$ cat config.mk
export PLATFORM = sky130hd
export DESIGN_NAME = cpesd_top
export DESIGN_NICKNAME = d
export VERILOG_FILES = /design/src/hdl/cpesd_pkg.sv /design/src/hdl/cpesd_ref_tick.sv /design/src/hdl/cpesd_threshold.sv /design/src/hdl/cpesd_top.sv
export SDC_FILE = /design/constraint.sdc
export NUM_CORES = 1
export LEC_CHECK = 0
export BUFFER_PORTS_ARGS = -buffer_cell sky130_fd_sc_hd__buf_4
export CAP_MARGIN = 40
export CORE_MARGIN = 1.5
export CORE_UTILIZATION = 55
export CTS_BUF_LIST = sky130_fd_sc_hd__clkbuf_8 sky130_fd_sc_hd__clkbuf_16
export CTS_CLUSTER_SIZE = 25
export DETAILED_ROUTE_END_ITERATION = 10
export MAX_ROUTING_LAYER = met4
export PLACE_DENSITY_LB_ADDON = 0.1
export REMOVE_ABC_BUFFERS = 1
export SLEW_MARGIN = 0
export SYNTH_ARGS = -nofsm -noshare
export SYNTH_HDL_FRONTEND = slang
export SYNTH_SLANG_ARGS = --single-unit
$ cat constraint.sdc
create_clock -name CLK_SYS -period 3.6 [get_ports CLK_SYS]
set_clock_uncertainty 0.15 [all_clocks]
set_input_delay 0.18 -clock CLK_SYS [delete_from_list [all_inputs] [get_ports CLK_SYS]]
set_output_delay 0.18 -clock CLK_SYS [all_outputs]
set_load 0.05 [all_outputs]
$ cat src/hdl/cpesd_pkg.sv
// constants and types shared by the event-select decode block
package cpesd_pkg;

    // event codes
    localparam logic [7:0] EC_SECOND_LEVEL = 8'h24;
    localparam logic [7:0] EC_STORE_LOCK = 8'h27;
    localparam logic [7:0] EC_WRITEBACK = 8'h28;
    localparam logic [7:0] EC_LAST_LEVEL = 8'h2e;
    localparam logic [7:0] EC_UNHALTED = 8'h3c;
    localparam logic [7:0] EC_DATA_MISS = 8'h48;
    localparam logic [7:0] EC_STORE_WALK = 8'h49;

    // unit masks
    localparam logic [7:0] UM_00 = 8'h00;
    localparam logic [7:0] UM_01 = 8'h01;
    localparam logic [7:0] UM_02 = 8'h02;
    localparam logic [7:0] UM_04 = 8'h04;
    localparam logic [7:0] UM_08 = 8'h08;
    localparam logic [7:0] UM_0F = 8'h0f;
    localparam logic [7:0] UM_10 = 8'h10;
    localparam logic [7:0] UM_20 = 8'h20;
    localparam logic [7:0] UM_30 = 8'h30;
    localparam logic [7:0] UM_40 = 8'h40;
    localparam logic [7:0] UM_41 = 8'h41;
    localparam logic [7:0] UM_4F = 8'h4f;
    localparam logic [7:0] UM_80 = 8'h80;
    localparam logic [7:0] UM_C0 = 8'hc0;

    // second-level line states carried with store-lock and writeback requests
    localparam logic [1:0] LINE_SHARED = 2'h1;
    localparam logic [1:0] LINE_EXCLUSIVE = 2'h2;
    localparam logic [1:0] LINE_MODIFIED = 2'h3;

    // widths and reset values
    localparam int AMOUNT_W = 4;
    localparam int COUNT_W = 48;
    localparam logic [47:0] COUNT_RESET = 48'h0;

    // reference clock: figures in MHz, divide ratio derived from them
    localparam int CORE_CLK_MHZ = 200;
    localparam int REF_CLK_MHZ = 100;
    localparam int REF_DIV = CORE_CLK_MHZ / REF_CLK_MHZ;
    localparam logic [3:0] REF_DIV_LAST = 4'(REF_DIV - 1);

    // selected event; the order follows the decode table
    typedef enum logic [4:0] {
        SEL_NONE, SEL_CODE_HIT, SEL_CODE_MISS, SEL_CODE_ALL, SEL_PF_HIT,
        SEL_PF_MISS, SEL_PF_ALL, SEL_LOCK_MISS, SEL_LOCK_HIT_E, SEL_LOCK_HIT_M,
        SEL_LOCK_ANY, SEL_WB_MISS, SEL_WB_HIT_S, SEL_WB_HIT_E, SEL_WB_HIT_M,
        SEL_WB_ANY, SEL_LL_REF, SEL_LL_MISS, SEL_UNHALT_THREAD, SEL_UNHALT_REF,
        SEL_DATA_MISS, SEL_WALK_START, SEL_WALK_DONE, SEL_WALK_CYCLES
    } cpesd_sel_t;

endpackage : cpesd_pkg

$ cat src/hdl/cpesd_ref_tick.sv
// divider that marks the reference clock rate on the core clock
`timescale 1ns/1ps
`default_nettype none
module cpesd_ref_tick
    import cpesd_pkg::*;
(
    input wire logic clk,
    input wire logic rst_b,
    input wire logic ce,
    output logic tick
);

    logic [3:0] phase;

    ////////////////////////////////////////////////////////////////////////
    // free-running phase; the tick marks the last phase of each ref period
    always_ff @(posedge clk or negedge rst_b)
    begin
        if (!rst_b)
            phase <= 4'h0;
        else if (ce)
        begin
            if (phase == REF_DIV_LAST)
                phase <= 4'h0;
            else
                phase <= phase + 4'h1;
        end
    end

    // combinational so the increment register samples the tick in the same cycle
    assign tick = (phase == REF_DIV_LAST);

endmodule : cpesd_ref_tick
`default_nettype wire

$ cat src/hdl/cpesd_threshold.sv
// count threshold and edge detection applied to a per-cycle amount
`timescale 1ns/1ps
`default_nettype none
module cpesd_threshold
    import cpesd_pkg::*;
(
    input wire logic clk,
    input wire logic rst_b,
    input wire logic ce,
    input wire logic active,
    input wire logic [AMOUNT_W-1:0] raw,
    input wire logic [7:0] threshold,
    input wire logic edge_en,
    output logic [AMOUNT_W-1:0] amount
);

    logic above;
    logic above_prev;

    // a zero threshold passes the raw amount through unchanged
    assign above = ({4'h0, raw} >= threshold);

    ////////////////////////////////////////////////////////////////////////
    // previous comparison; cleared while the event is not selected so the
    // first pending cycle after selection counts as an occurrence
    always_ff @(posedge clk or negedge rst_b)
    begin
        if (!rst_b)
            above_prev <= 1'b0;
        else if (ce)
            above_prev <= active & above;
    end

    always_comb
    begin
        if (threshold == 8'h00)
            amount = raw;
        else if (edge_en)
            amount = {3'h0, above & ~above_prev};
        else
            amount = {3'h0, above};
    end

endmodule : cpesd_threshold
`default_nettype wire

$ cat src/hdl/cpesd_top.sv
// performance event selection decode with its event counter
// Behaviour
// RL1: code 24H mask 10H counts instruction fetches hitting second-level cache
// RL2: code 24H mask 20H counts instruction fetches missing second-level cache
// RL3: code 24H mask 30H counts all second-level code requests
// RL4: code 24H mask 40H counts second-level prefetcher requests that hit
// RL5: code 24H mask 80H counts second-level prefetcher requests that miss
// RL6: code 24H mask C0H counts every second-level prefetcher request
// RL7: code 27H mask 01H counts store-lock ownership requests that miss
// RL8: code 27H masks 04H/08H count ownership hits on exclusive/modified lines
// RL9: code 27H mask 0FH counts ownership requests in any line state
// RL10: code 28H mask 01H counts accepted data writebacks missing second level
// RL11: code 28H masks 02H/04H/08H count accepted writeback hits by line state
// RL12: code 28H mask 0FH counts all accepted writebacks, never rejected ones
// RL13: code 2EH mask 4FH counts core requests referencing last-level lines
// RL14: code 2EH mask 41H counts each last-level cache miss condition
// RL15: code 3CH mask 00H counts every thread cycle outside halt
// RL16: code 3CH mask 01H counts at 100 MHz reference rate while unhalted
// RL17: code 48H mask 01H adds outstanding data misses; general counter two only
// RL18: threshold 1 gives cycles with misses pending; edge gives occurrences
// RL19: code 49H mask 01H counts store translation misses starting a walk
// RL20: code 49H mask 02H counts store translation walks that complete
// RL21: code 49H mask 04H counts cycles the walker is busy for stores
// RL22: any unlisted code and mask pairing produces no increments
`timescale 1ns/1ps
`default_nettype none
module cpesd_top
    import cpesd_pkg::*;
(
    input wire logic CLK_SYS,
    input wire logic RST_B,
    input wire logic CE,
    input wire logic [7:0] EVENT_CODE,
    input wire logic [7:0] UNIT_MASK,
    input wire logic ON_GENERAL_COUNTER_TWO,
    input wire logic [7:0] COUNT_THRESHOLD,
    input wire logic EDGE_DETECT,
    input wire logic COUNT_CLEAR,
    input wire logic CODE_REQ_VALID,
    input wire logic CODE_REQ_HIT,
    input wire logic PF_REQ_VALID,
    input wire logic PF_REQ_HIT,
    input wire logic LOCK_REQ_VALID,
    input wire logic LOCK_REQ_HIT,
    input wire logic [1:0] LOCK_REQ_STATE,
    input wire logic WB_REQ_VALID,
    input wire logic WB_REQ_REJECTED,
    input wire logic WB_REQ_HIT,
    input wire logic [1:0] WB_REQ_STATE,
    input wire logic LL_REF_VALID,
    input wire logic LL_MISS_VALID,
    input wire logic THREAD_HALTED,
    input wire logic [AMOUNT_W-1:0] DATA_MISS_OUTSTANDING,
    input wire logic STORE_WALK_START,
    input wire logic STORE_WALK_DONE,
    input wire logic PAGE_MISS_HANDLER_STORE_BUSY,
    output logic SELECT_VALID,
    output logic [AMOUNT_W-1:0] INC_AMOUNT,
    output logic [COUNT_W-1:0] COUNT,
    output logic COUNT_WRAP
);

    ////////////////////////////////////////////////////////////////////////
    // decode helpers

    // maps a code and mask pairing onto one selected event
    function automatic cpesd_sel_t decode_select(
        input logic [7:0] code,
        input logic [7:0] mask,
        input logic on_two
    );
        cpesd_sel_t sel;
        sel = SEL_NONE;
        unique case (code)
            EC_SECOND_LEVEL:
            begin
                if (mask == UM_10) sel = SEL_CODE_HIT;
                if (mask == UM_20) sel = SEL_CODE_MISS;
                if (mask == UM_30) sel = SEL_CODE_ALL;
                if (mask == UM_40) sel = SEL_PF_HIT;
                if (mask == UM_80) sel = SEL_PF_MISS;
                if (mask == UM_C0) sel = SEL_PF_ALL;
            end
            EC_STORE_LOCK:
            begin
                if (mask == UM_01) sel = SEL_LOCK_MISS;
                if (mask == UM_04) sel = SEL_LOCK_HIT_E;
                if (mask == UM_08) sel = SEL_LOCK_HIT_M;
                if (mask == UM_0F) sel = SEL_LOCK_ANY;
            end
            EC_WRITEBACK:
            begin
                if (mask == UM_01) sel = SEL_WB_MISS;
                if (mask == UM_02) sel = SEL_WB_HIT_S;
                if (mask == UM_04) sel = SEL_WB_HIT_E;
                if (mask == UM_08) sel = SEL_WB_HIT_M;
                if (mask == UM_0F) sel = SEL_WB_ANY;
            end
            EC_LAST_LEVEL:
            begin
                if (mask == UM_4F) sel = SEL_LL_REF;
                if (mask == UM_41) sel = SEL_LL_MISS;
            end
            EC_UNHALTED:
            begin
                if (mask == UM_00) sel = SEL_UNHALT_THREAD;
                if (mask == UM_01) sel = SEL_UNHALT_REF;
            end
            EC_DATA_MISS:
            begin
                // only the second general counter carries this event
                if (mask == UM_01 && on_two) sel = SEL_DATA_MISS;
            end
            EC_STORE_WALK:
            begin
                if (mask == UM_01) sel = SEL_WALK_START;
                if (mask == UM_02) sel = SEL_WALK_DONE;
                if (mask == UM_04) sel = SEL_WALK_CYCLES;
            end
            default:
            begin
                sel = SEL_NONE;
            end
        endcase
        return sel;
    endfunction : decode_select

    // a request hits a line in the wanted state
    function automatic logic hit_in_state(
        input logic valid,
        input logic hit,
        input logic [1:0] state,
        input logic [1:0] wanted
    );
        return valid & hit & (state == wanted);
    endfunction : hit_in_state

    // widens a one-bit event to the increment width
    function automatic logic [AMOUNT_W-1:0] one(input logic ev);
        return {3'h0, ev};
    endfunction : one

    ////////////////////////////////////////////////////////////////////////
    // selection register

    cpesd_sel_t sel;
    cpesd_sel_t next_sel;

    assign next_sel = decode_select(EVENT_CODE, UNIT_MASK, ON_GENERAL_COUNTER_TWO);

    // registered so a mid-cycle change of code or mask never yields a mixed count
    always_ff @(posedge CLK_SYS or negedge RST_B)
    begin
        if (!RST_B)
            sel <= SEL_NONE;
        else if (CE)
            sel <= next_sel;
    end

    // selection status seen by software
    always_ff @(posedge CLK_SYS or negedge RST_B)
    begin
        if (!RST_B)
            SELECT_VALID <= 1'b0;
        else if (CE)
            SELECT_VALID <= (next_sel != SEL_NONE); // RL22
    end

    ////////////////////////////////////////////////////////////////////////
    // reference rate and pending-miss threshold

    logic ref_tick;
    logic data_miss_sel;
    logic [AMOUNT_W-1:0] data_miss_amount;

    cpesd_ref_tick u_ref_tick (
        .clk(CLK_SYS),
        .rst_b(RST_B),
        .ce(CE),
        .tick(ref_tick)
    );

    assign data_miss_sel = (sel == SEL_DATA_MISS);

    // threshold and edge apply only to the pending-miss event here
    cpesd_threshold u_threshold (
        .clk(CLK_SYS),
        .rst_b(RST_B),
        .ce(CE),
        .active(data_miss_sel),
        .raw(DATA_MISS_OUTSTANDING),
        .threshold(COUNT_THRESHOLD),
        .edge_en(EDGE_DETECT),
        .amount(data_miss_amount) // RL18
    );

    ////////////////////////////////////////////////////////////////////////
    // per-cycle increment for the selected event

    logic wb_accepted;
    logic unhalted;
    logic [AMOUNT_W-1:0] next_inc;

    // rejected writebacks never reach any of the writeback counts
    assign wb_accepted = WB_REQ_VALID & ~WB_REQ_REJECTED; // RL12
    assign unhalted = ~THREAD_HALTED;

    always_comb
    begin
        next_inc = '0;
        unique case (sel)
            SEL_NONE:
            begin
                next_inc = '0; // RL22
            end
            SEL_CODE_HIT:
            begin
                next_inc = one(CODE_REQ_VALID & CODE_REQ_HIT); // RL1
            end
            SEL_CODE_MISS:
            begin
                next_inc = one(CODE_REQ_VALID & ~CODE_REQ_HIT); // RL2
            end
            SEL_CODE_ALL:
            begin
                next_inc = one(CODE_REQ_VALID); // RL3
            end
            SEL_PF_HIT:
            begin
                next_inc = one(PF_REQ_VALID & PF_REQ_HIT); // RL4
            end
            SEL_PF_MISS:
            begin
                next_inc = one(PF_REQ_VALID & ~PF_REQ_HIT); // RL5
            end
            SEL_PF_ALL:
            begin
                next_inc = one(PF_REQ_VALID); // RL6
            end
            SEL_LOCK_MISS:
            begin
                next_inc = one(LOCK_REQ_VALID & ~LOCK_REQ_HIT); // RL7
            end
            SEL_LOCK_HIT_E:
            begin
                next_inc = one(hit_in_state(LOCK_REQ_VALID, LOCK_REQ_HIT,
                    LOCK_REQ_STATE, LINE_EXCLUSIVE)); // RL8
            end
            SEL_LOCK_HIT_M:
            begin
                next_inc = one(hit_in_state(LOCK_REQ_VALID, LOCK_REQ_HIT,
                    LOCK_REQ_STATE, LINE_MODIFIED)); // RL8
            end
            SEL_LOCK_ANY:
            begin
                next_inc = one(LOCK_REQ_VALID); // RL9
            end
            SEL_WB_MISS:
            begin
                next_inc = one(wb_accepted & ~WB_REQ_HIT); // RL10
            end
            SEL_WB_HIT_S:
            begin
                next_inc = one(hit_in_state(wb_accepted, WB_REQ_HIT,
                    WB_REQ_STATE, LINE_SHARED)); // RL11
            end
            SEL_WB_HIT_E:
            begin
                next_inc = one(hit_in_state(wb_accepted, WB_REQ_HIT,
                    WB_REQ_STATE, LINE_EXCLUSIVE)); // RL11
            end
            SEL_WB_HIT_M:
            begin
                next_inc = one(hit_in_state(wb_accepted, WB_REQ_HIT,
                    WB_REQ_STATE, LINE_MODIFIED)); // RL11
            end
            SEL_WB_ANY:
            begin
                next_inc = one(wb_accepted); // RL12
            end
            SEL_LL_REF:
            begin
                next_inc = one(LL_REF_VALID); // RL13
            end
            SEL_LL_MISS:
            begin
                next_inc = one(LL_MISS_VALID); // RL14
            end
            SEL_UNHALT_THREAD:
            begin
                next_inc = one(unhalted); // RL15
            end
            SEL_UNHALT_REF:
            begin
                // the tick keeps running during halt, so rate stays fixed
                next_inc = one(unhalted & ref_tick); // RL16
            end
            SEL_DATA_MISS:
            begin
                next_inc = data_miss_amount; // RL17
            end
            SEL_WALK_START:
            begin
                next_inc = one(STORE_WALK_START); // RL19
            end
            SEL_WALK_DONE:
            begin
                next_inc = one(STORE_WALK_DONE); // RL20
            end
            SEL_WALK_CYCLES:
            begin
                next_inc = one(PAGE_MISS_HANDLER_STORE_BUSY); // RL21
            end
        endcase
    end

    ////////////////////////////////////////////////////////////////////////
    // increment register

    always_ff @(posedge CLK_SYS or negedge RST_B)
    begin
        if (!RST_B)
            INC_AMOUNT <= '0;
        else if (CE)
            INC_AMOUNT <= next_inc;
    end

    ////////////////////////////////////////////////////////////////////////
    // event counter

    logic [COUNT_W:0] next_sum;

    // one extra bit catches the wrap without a second adder
    assign next_sum = {1'b0, COUNT} + {{(COUNT_W - AMOUNT_W + 1){1'b0}}, INC_AMOUNT};

    // a clear drops the increment of that cycle; software clears when idle
    always_ff @(posedge CLK_SYS or negedge RST_B)
    begin
        if (!RST_B)
            COUNT <= COUNT_RESET;
        else if (CE)
        begin
            if (COUNT_CLEAR)
                COUNT <= COUNT_RESET;
            else
                COUNT <= next_sum[COUNT_W-1:0];
        end
    end

    // one-cycle mark when the counter passes its top value
    always_ff @(posedge CLK_SYS or negedge RST_B)
    begin
        if (!RST_B)
            COUNT_WRAP <= 1'b0;
        else if (CE)
            COUNT_WRAP <= next_sum[COUNT_W] & ~COUNT_CLEAR;
    end

endmodule : cpesd_top
`default_nettype wire

Word-level counts from Yosys, hierarchy flattened

Index checks and enable logic that the tools add are counted.
Widths: inputs -> output; s select.

Word-level logic and storage cells: 119
Memory bits (read-only): 0
Input port bits: 53
Flip-flop bits (word level): 64
Bits in writable memories: 0
Latch bits: 0
Memories: 0
Output and inout port bits: 54

Bitwise logic cells: 26
$mul: 0
Shift-type cells: 0
Order comparisons: 1
Equality and inequality tests: 49
Reductions and logical operators: 5
Div/mod/pow operators: 0
Add/sub/neg operators: 2
Mux-type cells: 29

Operator list:

| kind               | number |
|---|---|
| $pmux 4 s24        | 1 |
| $mux 5             | 19 |
| $eq 8x6->1 const B | 7 |
| $add 48x4->49      | 1 |
| $mux 48            | 1 |
| $eq 5x4->1 const B | 8 |
| $eq 5x5->1 const B | 8 |
| $eq 8x7->1 const B | 5 |
| $pmux 5 s7         | 1 |
| $eq 5x3->1 const B | 4 |
| $and 1x1->1        | 18 |
| $eq 8x4->1 const B | 2 |
| $eq 8x8->1 const B | 2 |
| $logic_not 8->1    | 2 |
| $mux 4             | 3 |
| $eq 5x2->1 const B | 2 |
| $eq 2x2->1 const B | 4 |
| $eq 8x1->1 const B | 1 |
| $eq 8x2->1 const B | 1 |
| $eq 8x3->1 const B | 1 |
| $eq 8x5->1 const B | 1 |
| $ge 4x8->1         | 1 |
| $not 1->1          | 8 |
| $eq 5x1->1 const B | 1 |
| other kinds (9)    | 10 |

Longest topological paths before layout

Gate-level depths: netlist (run 1).

Depth in word-level cells: 9
Gate-level depth with buffers: 9

Modules after synthesis

From an unflattened synthesis (run 1), not the netlist that was laid out.

Cell total of the unflattened synthesis: 474
Area, all modules: 4189.0 µm²

Modules (own cells, without submodules):

| module          | times used | area each (µm²) | cells each |
|---|---|---|---|
| cpesd_top       | 1          | 3813.7          | 434 |
| cpesd_threshold | 1          | 206.4           | 27 |
| cpesd_ref_tick  | 1          | 168.9           | 13 |

Worst setup path after synthesis (run 1)

Ideal clock, no wire load.

Kind: register to register
From: register COUNT[0]
To: register COUNT[42]
Data arrival time: 2.288 ns
Setup slack: 1.043 ns
Period minus slack after synthesis: 2.557 ns
Library setup time: 0.119 ns
Cell stages (with the launch flop): 10
Path buffers: 1
Cells stage by stage: dfrtp_1 -> ha_1 -> fa_1 -> a21o_1 -> a21oi_1 -> nor3b_1 -> clkbuf_1 -> nand4_1 -> xnor2_1 -> and2_1

Cells in the longest elaborated chain, start to end: 2

RTL lines:

| item                   | line             | RTL |
|---|---|---|
| start, declared        | cpesd_top.sv:59  | `output logic [COUNT_W-1:0] COUNT,` |
| start signal, assigned | cpesd_top.sv:346 | `COUNT <= next_sum[COUNT_W-1:0];` |
| $add 48x4->49          | cpesd_top.sv:334 | `assign next_sum = {1'b0, COUNT} + {{(COUNT_W - AMOUNT_W + 1){1'b0}}, INC_AMOUNT};` |
| $mux 48                | cpesd_top.sv:343 | `if (COUNT_CLEAR)` |

No other way between the ends.
A chain may end at the register's enable or synchronous reset.

Final worst setup path (run 1)

From: register INC_AMOUNT[1]
To: register COUNT[45]

Cells in the longest elaborated chain, start to end: 2

RTL lines:

| item                   | line             | RTL |
|---|---|---|
| start, declared        | cpesd_top.sv:58  | `output logic [AMOUNT_W-1:0] INC_AMOUNT,` |
| start signal, assigned | cpesd_top.sv:325 | `INC_AMOUNT <= next_inc;` |
| $add 48x4->49          | cpesd_top.sv:334 |  |
| $mux 48                | cpesd_top.sv:343 |  |

No other way between the ends.

==> results.py, run 1 <==
metrics = {
    "outcome": {
        "outcome": "complete, no violations",
    },
    "layout": {
        "drive_gt1_share_pct": 25.4,
        "nFillCells": 585,
        "diodes": 0,
        "register_area_um2": 1600,
        "multi_input_area_um2": 2310,
        "areaGrowthSynthToFinish_pct": 28.1,
        "nets": 614,
    },
    "worst_setup_path": {
        "critical_path_arrival_ns": 2.66,
        "endpoint_kind": "flop",
        "crit_type": "flop to flop",
        "cp_max_fo": 18,
        "critPathLaunchType": "flop",
        "worstPathRequired_ns": 3.72,
    },
    "power_and_ir_drop": {
        "p_int_mw": 1.21,
        "pwr_density_cell_nw_per_um2": 303,
        "p_total_mw": 1.58,
        "p_leak_nw": 2.39,
        "switching_share_pct": 23.6,
        "clock_power_share_pct": 43.1,
        "p_switching_mw": 0.372,
        "p_comb_share_pct": 10.0,
        "ir_worst_vdd_mv": 0.209,
        "seqPwrFrac_pct": 46.9,
    },
    "timing": {
        "finalSetupViolCount": 0,
        "finalSetupTns_ns": 0,
        "hold_viol": 0,
        "finalMaxSlewViolations": 0,
        "max_clock_freq_ghz": 0.394,
        "tightest_slew_ns": 0.789,
        "slew_headroom_pct": 47.4,
        "post-route-period-util_pct": 70.5,
        "rsz0062_at_grt": "no",
        "fin_crit_ns": 2.54,
    },
    "routing": {
        "drcViolationCount": 0,
        "highest_layer": "met4",
        "postRouteAntennaNets": 0,
        "via_per_inst": 5.79,
        "routed-wl-met2_um": 4710,
        "wl_met1_um": 4370,
        "routed_wl_um": 9850,
        "wl_per_cell_um": 15.0,
        "wl_met3_um": 649,
        "dr_total_vias": 3794,
        "drtIter0Drc": 227,
        "firstDrtPassIters": 4,
    },
    "synth": {
        "synthAdderAreaFrac_pct": 2.96,
        "muxShareOfSynthArea_pct": 1.08,
        "ys_seq_elements": 64,
        "synth_warnings": 0,
        "synth_edf_count": 0,
        "synthCells": 447,
        "yosys.area_share.simple_pct": 29.7,
        "ys.flop_type": "dfrtp_1",
        "synth-compound-area-share_pct": 14.1,
        "synth_top_family_by_area": "simple AND/OR/NAND/NOR gates",
        "yosys.area_share.xor_xnor_pct": 9.06,
        "syn_area_um2": 4060,
        "async_reset_ff_share_pct": 100,
        "synth_seq_area_share_pct": 39.5,
        "ys_types": 65,
        "avgSynthCellArea_um2": 9.08,
    },
    "die": {
        "coreArea_um2": 7210,
        "die_area_um2": 7900,
        "io_pins": 107,
        "start_util_pct": 56.3,
        "die_y_um": 88.9,
        "rows": 31,
        "die_x_um": 88.9,
    },
    "grt": {
        "gr-total-overflow": 0,
        "grt_usage_pct": 27.1,
        "grt_antenna_before_repair": 0,
        "grt_pass1_vias": 3607,
        "grt_max_degree": 65,
        "grt_pass1_wl_um": 16400,
    },
    "clocking": {
        "cts_buffer_depth": 2,
        "ctsResizeCount": 0,
        "postCtsSetupRepairBufs": 0,
        "clk_pin_slew_ns": 0.08,
        "root_buffer": "clkbuf_8",
        "h-tree-depth": 3,
        "clkLatencyLatePin_ns": 0.34,
        "clock_sinks": 64,
        "numCtsBuffers": 9,
        "cts_tree": "yes",
    },
    "place": {
        "port_buffers": 106,
        "place.gp.congestion": 0.897,
        "hpwl_um": 6990,
    },
    "job": {
        "maxCapViolCount": 0,
    },
    "min_path": {
        "timing.hold.worst.class": "primary input to flop",
    },
}
[layer usage]
layer / up-vias / GRT usage, %
met3: 17 / 7.48
met5: - / -
met4: 0 / 6.25
li1: 1851 / -
met2: 107 / 43.2
met1: 1819 / 34.6
[final timing paths]
check | start | to | slack [ns] | cells past startpoint
min | CE | sel[2] | 0.08 | 2
min reg2reg | COUNT_WRAP | COUNT_WRAP | 0.35 | 1
max reg2reg | INC_AMOUNT[1] | COUNT[45] | 1.06 | 8
max in group asynchronous | RST_B | COUNT[5] | 2.44 | 2
max | INC_AMOUNT[1] | COUNT[45] | 1.06 | 8
min in group asynchronous | RST_B | INC_AMOUNT[0] | 0.34 | 2
[final cells by class]
type | instances | share of cell area (%)
multi-input combinational | 344 | 44.5
sequential | 64 | 30.8
timing repair buffer | 115 | 16.8
clock buffer | 10 | 2.65
tap | 99 | 2.38
clock inverter | 5 | 1.56
inverter | 18 | 1.30
[flip-flops by register name, summed over array words and instances, names as in the netlist]
register and flops:
COUNT_WRAP 1, u_ref_tick.phase 4, SELECT_VALID 1, INC_AMOUNT 4
u_threshold.above_prev 1, COUNT 48, sel 5
[placed cells by master, fill, tap and decap left out, types with 5 or more instances in the layout]
cell,n
or3_1,8
inv_1,18
nand2_1,26
nand4_1,14
or4_1,8
nand3_1,16
and2_1,5
nor3_1,11
dfrtp_1,64
o31ai_1,6
nand2b_1,10
ha_1,8
and3_1,10
xnor2_1,17
nor3b_1,7
nor2_1,49
xor2_1,25
dlygate4sd3_1,5
clkbuf_8,10
o21ai_0,17
buf_4,110
a21oi_1,24
[synth_stat cells, types with 6 or more instances]
library cell	number	area, µm²
a21oi_1	24	120
and3_1	10	62.6
clkbuf_1	21	78.8
dfrtp_1	64	1600
ha_1	8	100
inv_1	18	67.6
nand2_1	26	97.6
nand2b_1	10	62.6
nand3_1	16	80.1
nand4_1	14	87.6
nor2_1	49	184
nor3_1	11	55.1
nor3b_1	7	52.6
o21ai_0	17	85.1
o31ai_1	6	45.0
or3_1	8	50.1
or4_1	8	60.1
xnor2_1	17	149
xor2_1	25	219
[power groups by stage]
stage               clock [mW]  sequential (mW)  combinational, mW
floorplan                    0            0.755             0.0568
global placement             0            0.752              0.152
detailed placement           0            0.753              0.155
CTS                      0.689            0.739              0.160
global route             0.720            0.740              0.177
finish                   0.680            0.739              0.158
[worst max-delay path, stage by stage, from the launching register on]
cell and delay (ns):
dfrtp_1 0.43, ha_1 0.30, a21o_1 0.10, a21oi_1 0.08
o21ai_1 0.15, buf_4 0.22, nand3_2 0.30, or4_1 0.59
a21oi_1 0.15
[cell families (layout without fill, tap and decap cells)]
kind of cell / count (synthesis) / in the layout
xor+xnor: 42 / 42
simple gates: 202 / 202
flops: 64 / 64
compound gates: 87 / 87
mux: 4 / 4
buf+inv: 39 / 148
fa+ha+maj: 9 / 9
[through the flow]
step | utilization (%) | area, µm² | hold WS, ns | cells | setup slack (ns)
3_5_place_dp | 68.3 | 4930 | 0.169 | 635 | 1.09
6_report | 72.1 | 5200 | 0.0752 | 655 | 1.06
4_1_cts | 72.1 | 5200 | 0.0605 | 655 | 1.06
3_3_place_gp | 68.3 | 4930 | 0.163 | 635 | 1.14
2_1_floorplan | - | 3980 | -0.266 | 426 | 0.607
5_1_grt | 72.1 | 5200 | 0.0801 | 655 | 0.887
[timing repair]
action	in CTS	in global routing
hold buffers	5	0
endpoints found under the hold margin	68	0
setup endpoints to repair	0	0
Note: power is estimated with default switching activity, not from simulation.
==> inputs of run 2 (changes only) <==
- ABC_AREA: not set -> 1
- CORE_UTILIZATION: 55 -> 50
- clock period: 3.6 -> 2.17 ns (I/O delays scaled with it)
==> run 2 against run 1 <==
Worst hold slack lost 0.023 ns. Via count is 48% higher. Sequential share of layout area is 5.3 points lower. Synthesized area grew 20%. Combinational power increased by 130%. Clock power up 93%. Worst setup slack worse by 1.0 ns.
==> results.py, run 2 <==
metrics = {
    "routing": {
        "routed_wl_um": 15100,
        "drcViolationCount": 0,
        "wl_per_cell_um": 14.7,
        "firstDrtPassIters": 6,
        "drtIter0Drc": 489,
        "postRouteAntennaNets": 0,
        "dr_total_vias": 5605,
        "via_per_inst": 5.43,
    },
    "timing": {
        "fin_crit_ns": 2.13,
        "max_clock_freq_ghz": 0.470,
        "post-route-period-util_pct": 97.9,
        "finalSetupViolCount": 0,
        "tightest_slew_ns": 0.830,
        "finalMaxSlewViolations": 0,
        "slew_headroom_pct": 44.7,
        "hold_viol": 0,
        "rsz0062_at_grt": "yes",
        "finalSetupTns_ns": 0,
    },
    "die": {
        "die_area_um2": 10400,
        "die_x_um": 102,
        "io_pins": 107,
        "coreArea_um2": 9370,
        "die_y_um": 102,
        "rows": 35,
        "start_util_pct": 52.1,
    },
    "worst_setup_path": {
        "endpoint_kind": "flop",
        "cp_max_fo": 5,
        "path_buf_inv": 2,
        "critical_path_arrival_ns": 2.23,
        "slowest_stage": "fa_1",
        "max_stage_delay_ns": 0.41,
        "worstPathRequired_ns": 2.27,
        "critPathLaunchType": "flop",
        "crit_family": "adder cells",
        "path_cells": "ha_2 > fa_1 > nand3_2 > nand3_4 > inv_2 > nor2_2 > nand4_2 > nor2_4 > buf_4 > a21oi_1 > nor2_1",
        "crit_type": "flop to flop",
    },
    "clocking": {
        "cts_tree": "yes",
        "numCtsBuffers": 9,
        "clkLatencyLatePin_ns": 0.35,
        "root_buffer": "clkbuf_8",
        "clock_sinks": 64,
        "cts_buffer_depth": 2,
        "h-tree-depth": 3,
        "clk_pin_slew_ns": 0.09,
    },
    "grt": {
        "grt_max_degree": 65,
        "grt_pass1_wl_um": 24100,
        "grt_usage_pct": 30.6,
        "grt_antenna_before_repair": 0,
        "gr-total-overflow": 0,
        "grt_pass1_vias": 5096,
    },
    "layout": {
        "drive_gt1_share_pct": 18.4,
        "final_area_um2": 6280,
        "nets": 960,
        "reg.largest.list": "COUNT: 48 flops, sel: 5 flops",
        "final_common_cell": "nand2_1",
        "areaGrowthSynthToFinish_pct": 28.5,
        "largest_register": "COUNT",
        "final_cell_mix": "212 x nand2_1, 129 x nor2_1, 118 x buf_4, 99 x inv_1",
        "largest_reg_flops": 48,
        "diodes": 0,
    },
    "power_and_ir_drop": {
        "p_leak_nw": 3.11,
        "ir_worst_vdd_mv": 0.343,
        "p_total_mw": 2.92,
        "pwr_density_cell_nw_per_um2": 464,
    },
    "place": {
        "place.gp.congestion": 0.959,
        "port_buffers": 106,
        "dpl_cell_area_um2": 5870,
        "hpwl_um": 11700,
    },
    "synth": {
        "async_reset_ff_share_pct": 100,
        "synth_warnings": 0,
        "ys.flop_type": "dfrtp_1",
        "yosys-top-cells-area": "dfrtp_1 33%, nand2_1 16%, nor2_1 10%, inv_1 7.6%, nand3_1 6.8%",
        "ys_seq_elements": 64,
        "synth_edf_count": 0,
        "synth_seq_area_share_pct": 32.8,
        "synth_top_area_cell": "dfrtp_1",
        "yosysTopAreaCellShare_pct": 32.8,
        "syn_area_um2": 4890,
        "synthCells": 775,
        "synthTopCellsByCount": "212 x nand2_1, 133 x nor2_1, 99 x inv_1, 66 x nand3_1, 64 x dfrtp_1",
        "yosys.cell_count.top_type": "nand2_1",
        "ys_types": 40,
        "avgSynthCellArea_um2": 6.30,
    },
    "outcome": {
        "outcome": "complete, no violations",
    },
    "job": {
        "maxCapViolCount": 0,
    },
    "min_path": {
        "timing.hold.worst.class": "primary input to flop",
    },
}
-- run 2: cell types whose count changed after synthesis, moves of 15 or more --
cell / delta
nand2_1: +186
nor2_1: +84
inv_1: +81
nand3_1: +50
nand4_1: +27
o21ai_0: +21
xor2_1: -20
xnor2_1: -15
-- run 2: where the power goes --
group	total (mW)	switching (mW)	internal, mW
logic	0.360	0.217	0.144
registers	1.24	0.0281	1.22
clock network	1.31	0.510	0.801
-- run 2: final cells by class --
class	count	area [µm²]
Multi-Input combinational cell	596	2930
Sequential cell	64	1600
Timing Repair Buffer	124	946
Fill cell	858	3090
Clock inverter	6	115
Tap cell	129	161
Clock buffer	10	138
Inverter	103	387
-- run 2: what timing repair did --
action                                 in CTS  in global routing
pin swaps                                   0                  2
resized for setup                           2                 19
hold buffers                                6                  0
setup buffers                               0                  2
endpoints found under the hold margin      72                  0
setup endpoints to repair                   2                 34
-- run 2: metrics by stage --
step	std cells	hold slack, ns	utilization [%]	setup slack (ns)
after CTS	1030	0.0357	66.0	-0.0126
after global placement	1008	0.108	62.6	-0.0640
after global routing	1032	0.0651	67.0	-0.0993
after floorplan	763	-0.337	-	-0.149
final	1032	0.0526	67.0	0.0445
after detailed placement	1008	0.111	62.6	-0.116
-- run 2: cell families after synthesis --
logic type / Yosys count / share of synthesized area, %
buffers and inverters: 115 / 8.91
flip-flops: 64 / 32.8
AO/OA/AOI/OAI: 85 / 9.83
XOR/XNOR: 7 / 1.25
adder cells (fa/ha/maj): 9 / 2.46
AND/OR/NAND/NOR: 495 / 44.8
-- run 2: path summary, 6_finish.rpt --
| check | to | slack [ns] | startpoint | cells after the start |
|---|---|---|---|---|
| setup reg to reg | COUNT[18] | 0.04 | INC_AMOUNT[0] | 11 |
| hold reg to reg | u_ref_tick.phase[3] | 0.34 | u_ref_tick.phase[3] | 1 |
| setup / recovery | COUNT[18] | 0.04 | INC_AMOUNT[0] | 11 |
| hold / removal | INC_AMOUNT[0] | 0.05 | LOCK_REQ_VALID | 7 |
| min in group asynchronous | COUNT[5] | 0.25 | RST_B | 2 |
| max in group asynchronous | COUNT[38] | 1.08 | RST_B | 2 |
-- run 2: worst register-to-register path: cells and delay by family (launching register included) --
| kind | cells | cell delay [ns] |
|---|---|---|
| adder cells (fa/ha/maj) | 2 | 0.64 |
| AND/OR/NAND/NOR | 6 | 0.51 |
| flip-flops | 1 | 0.40 |
| buffers and inverters | 2 | 0.22 |
| AO/OA/AOI/OAI | 1 | 0.13 |
-- run 2: routing by layer --
layer / share of wire (%) / vias to the layer above / track usage, % / wire length (µm)
li1: - / 2784 / - / -
met1: 44 / 2546 / 42.5 / 6730
met2: 46 / 262 / 47.9 / 6920
met3: 9.1 / 13 / 5.54 / 1380
met4: 0.73 / 0 / 4.64 / 111
met5: 0 / - / - / 0
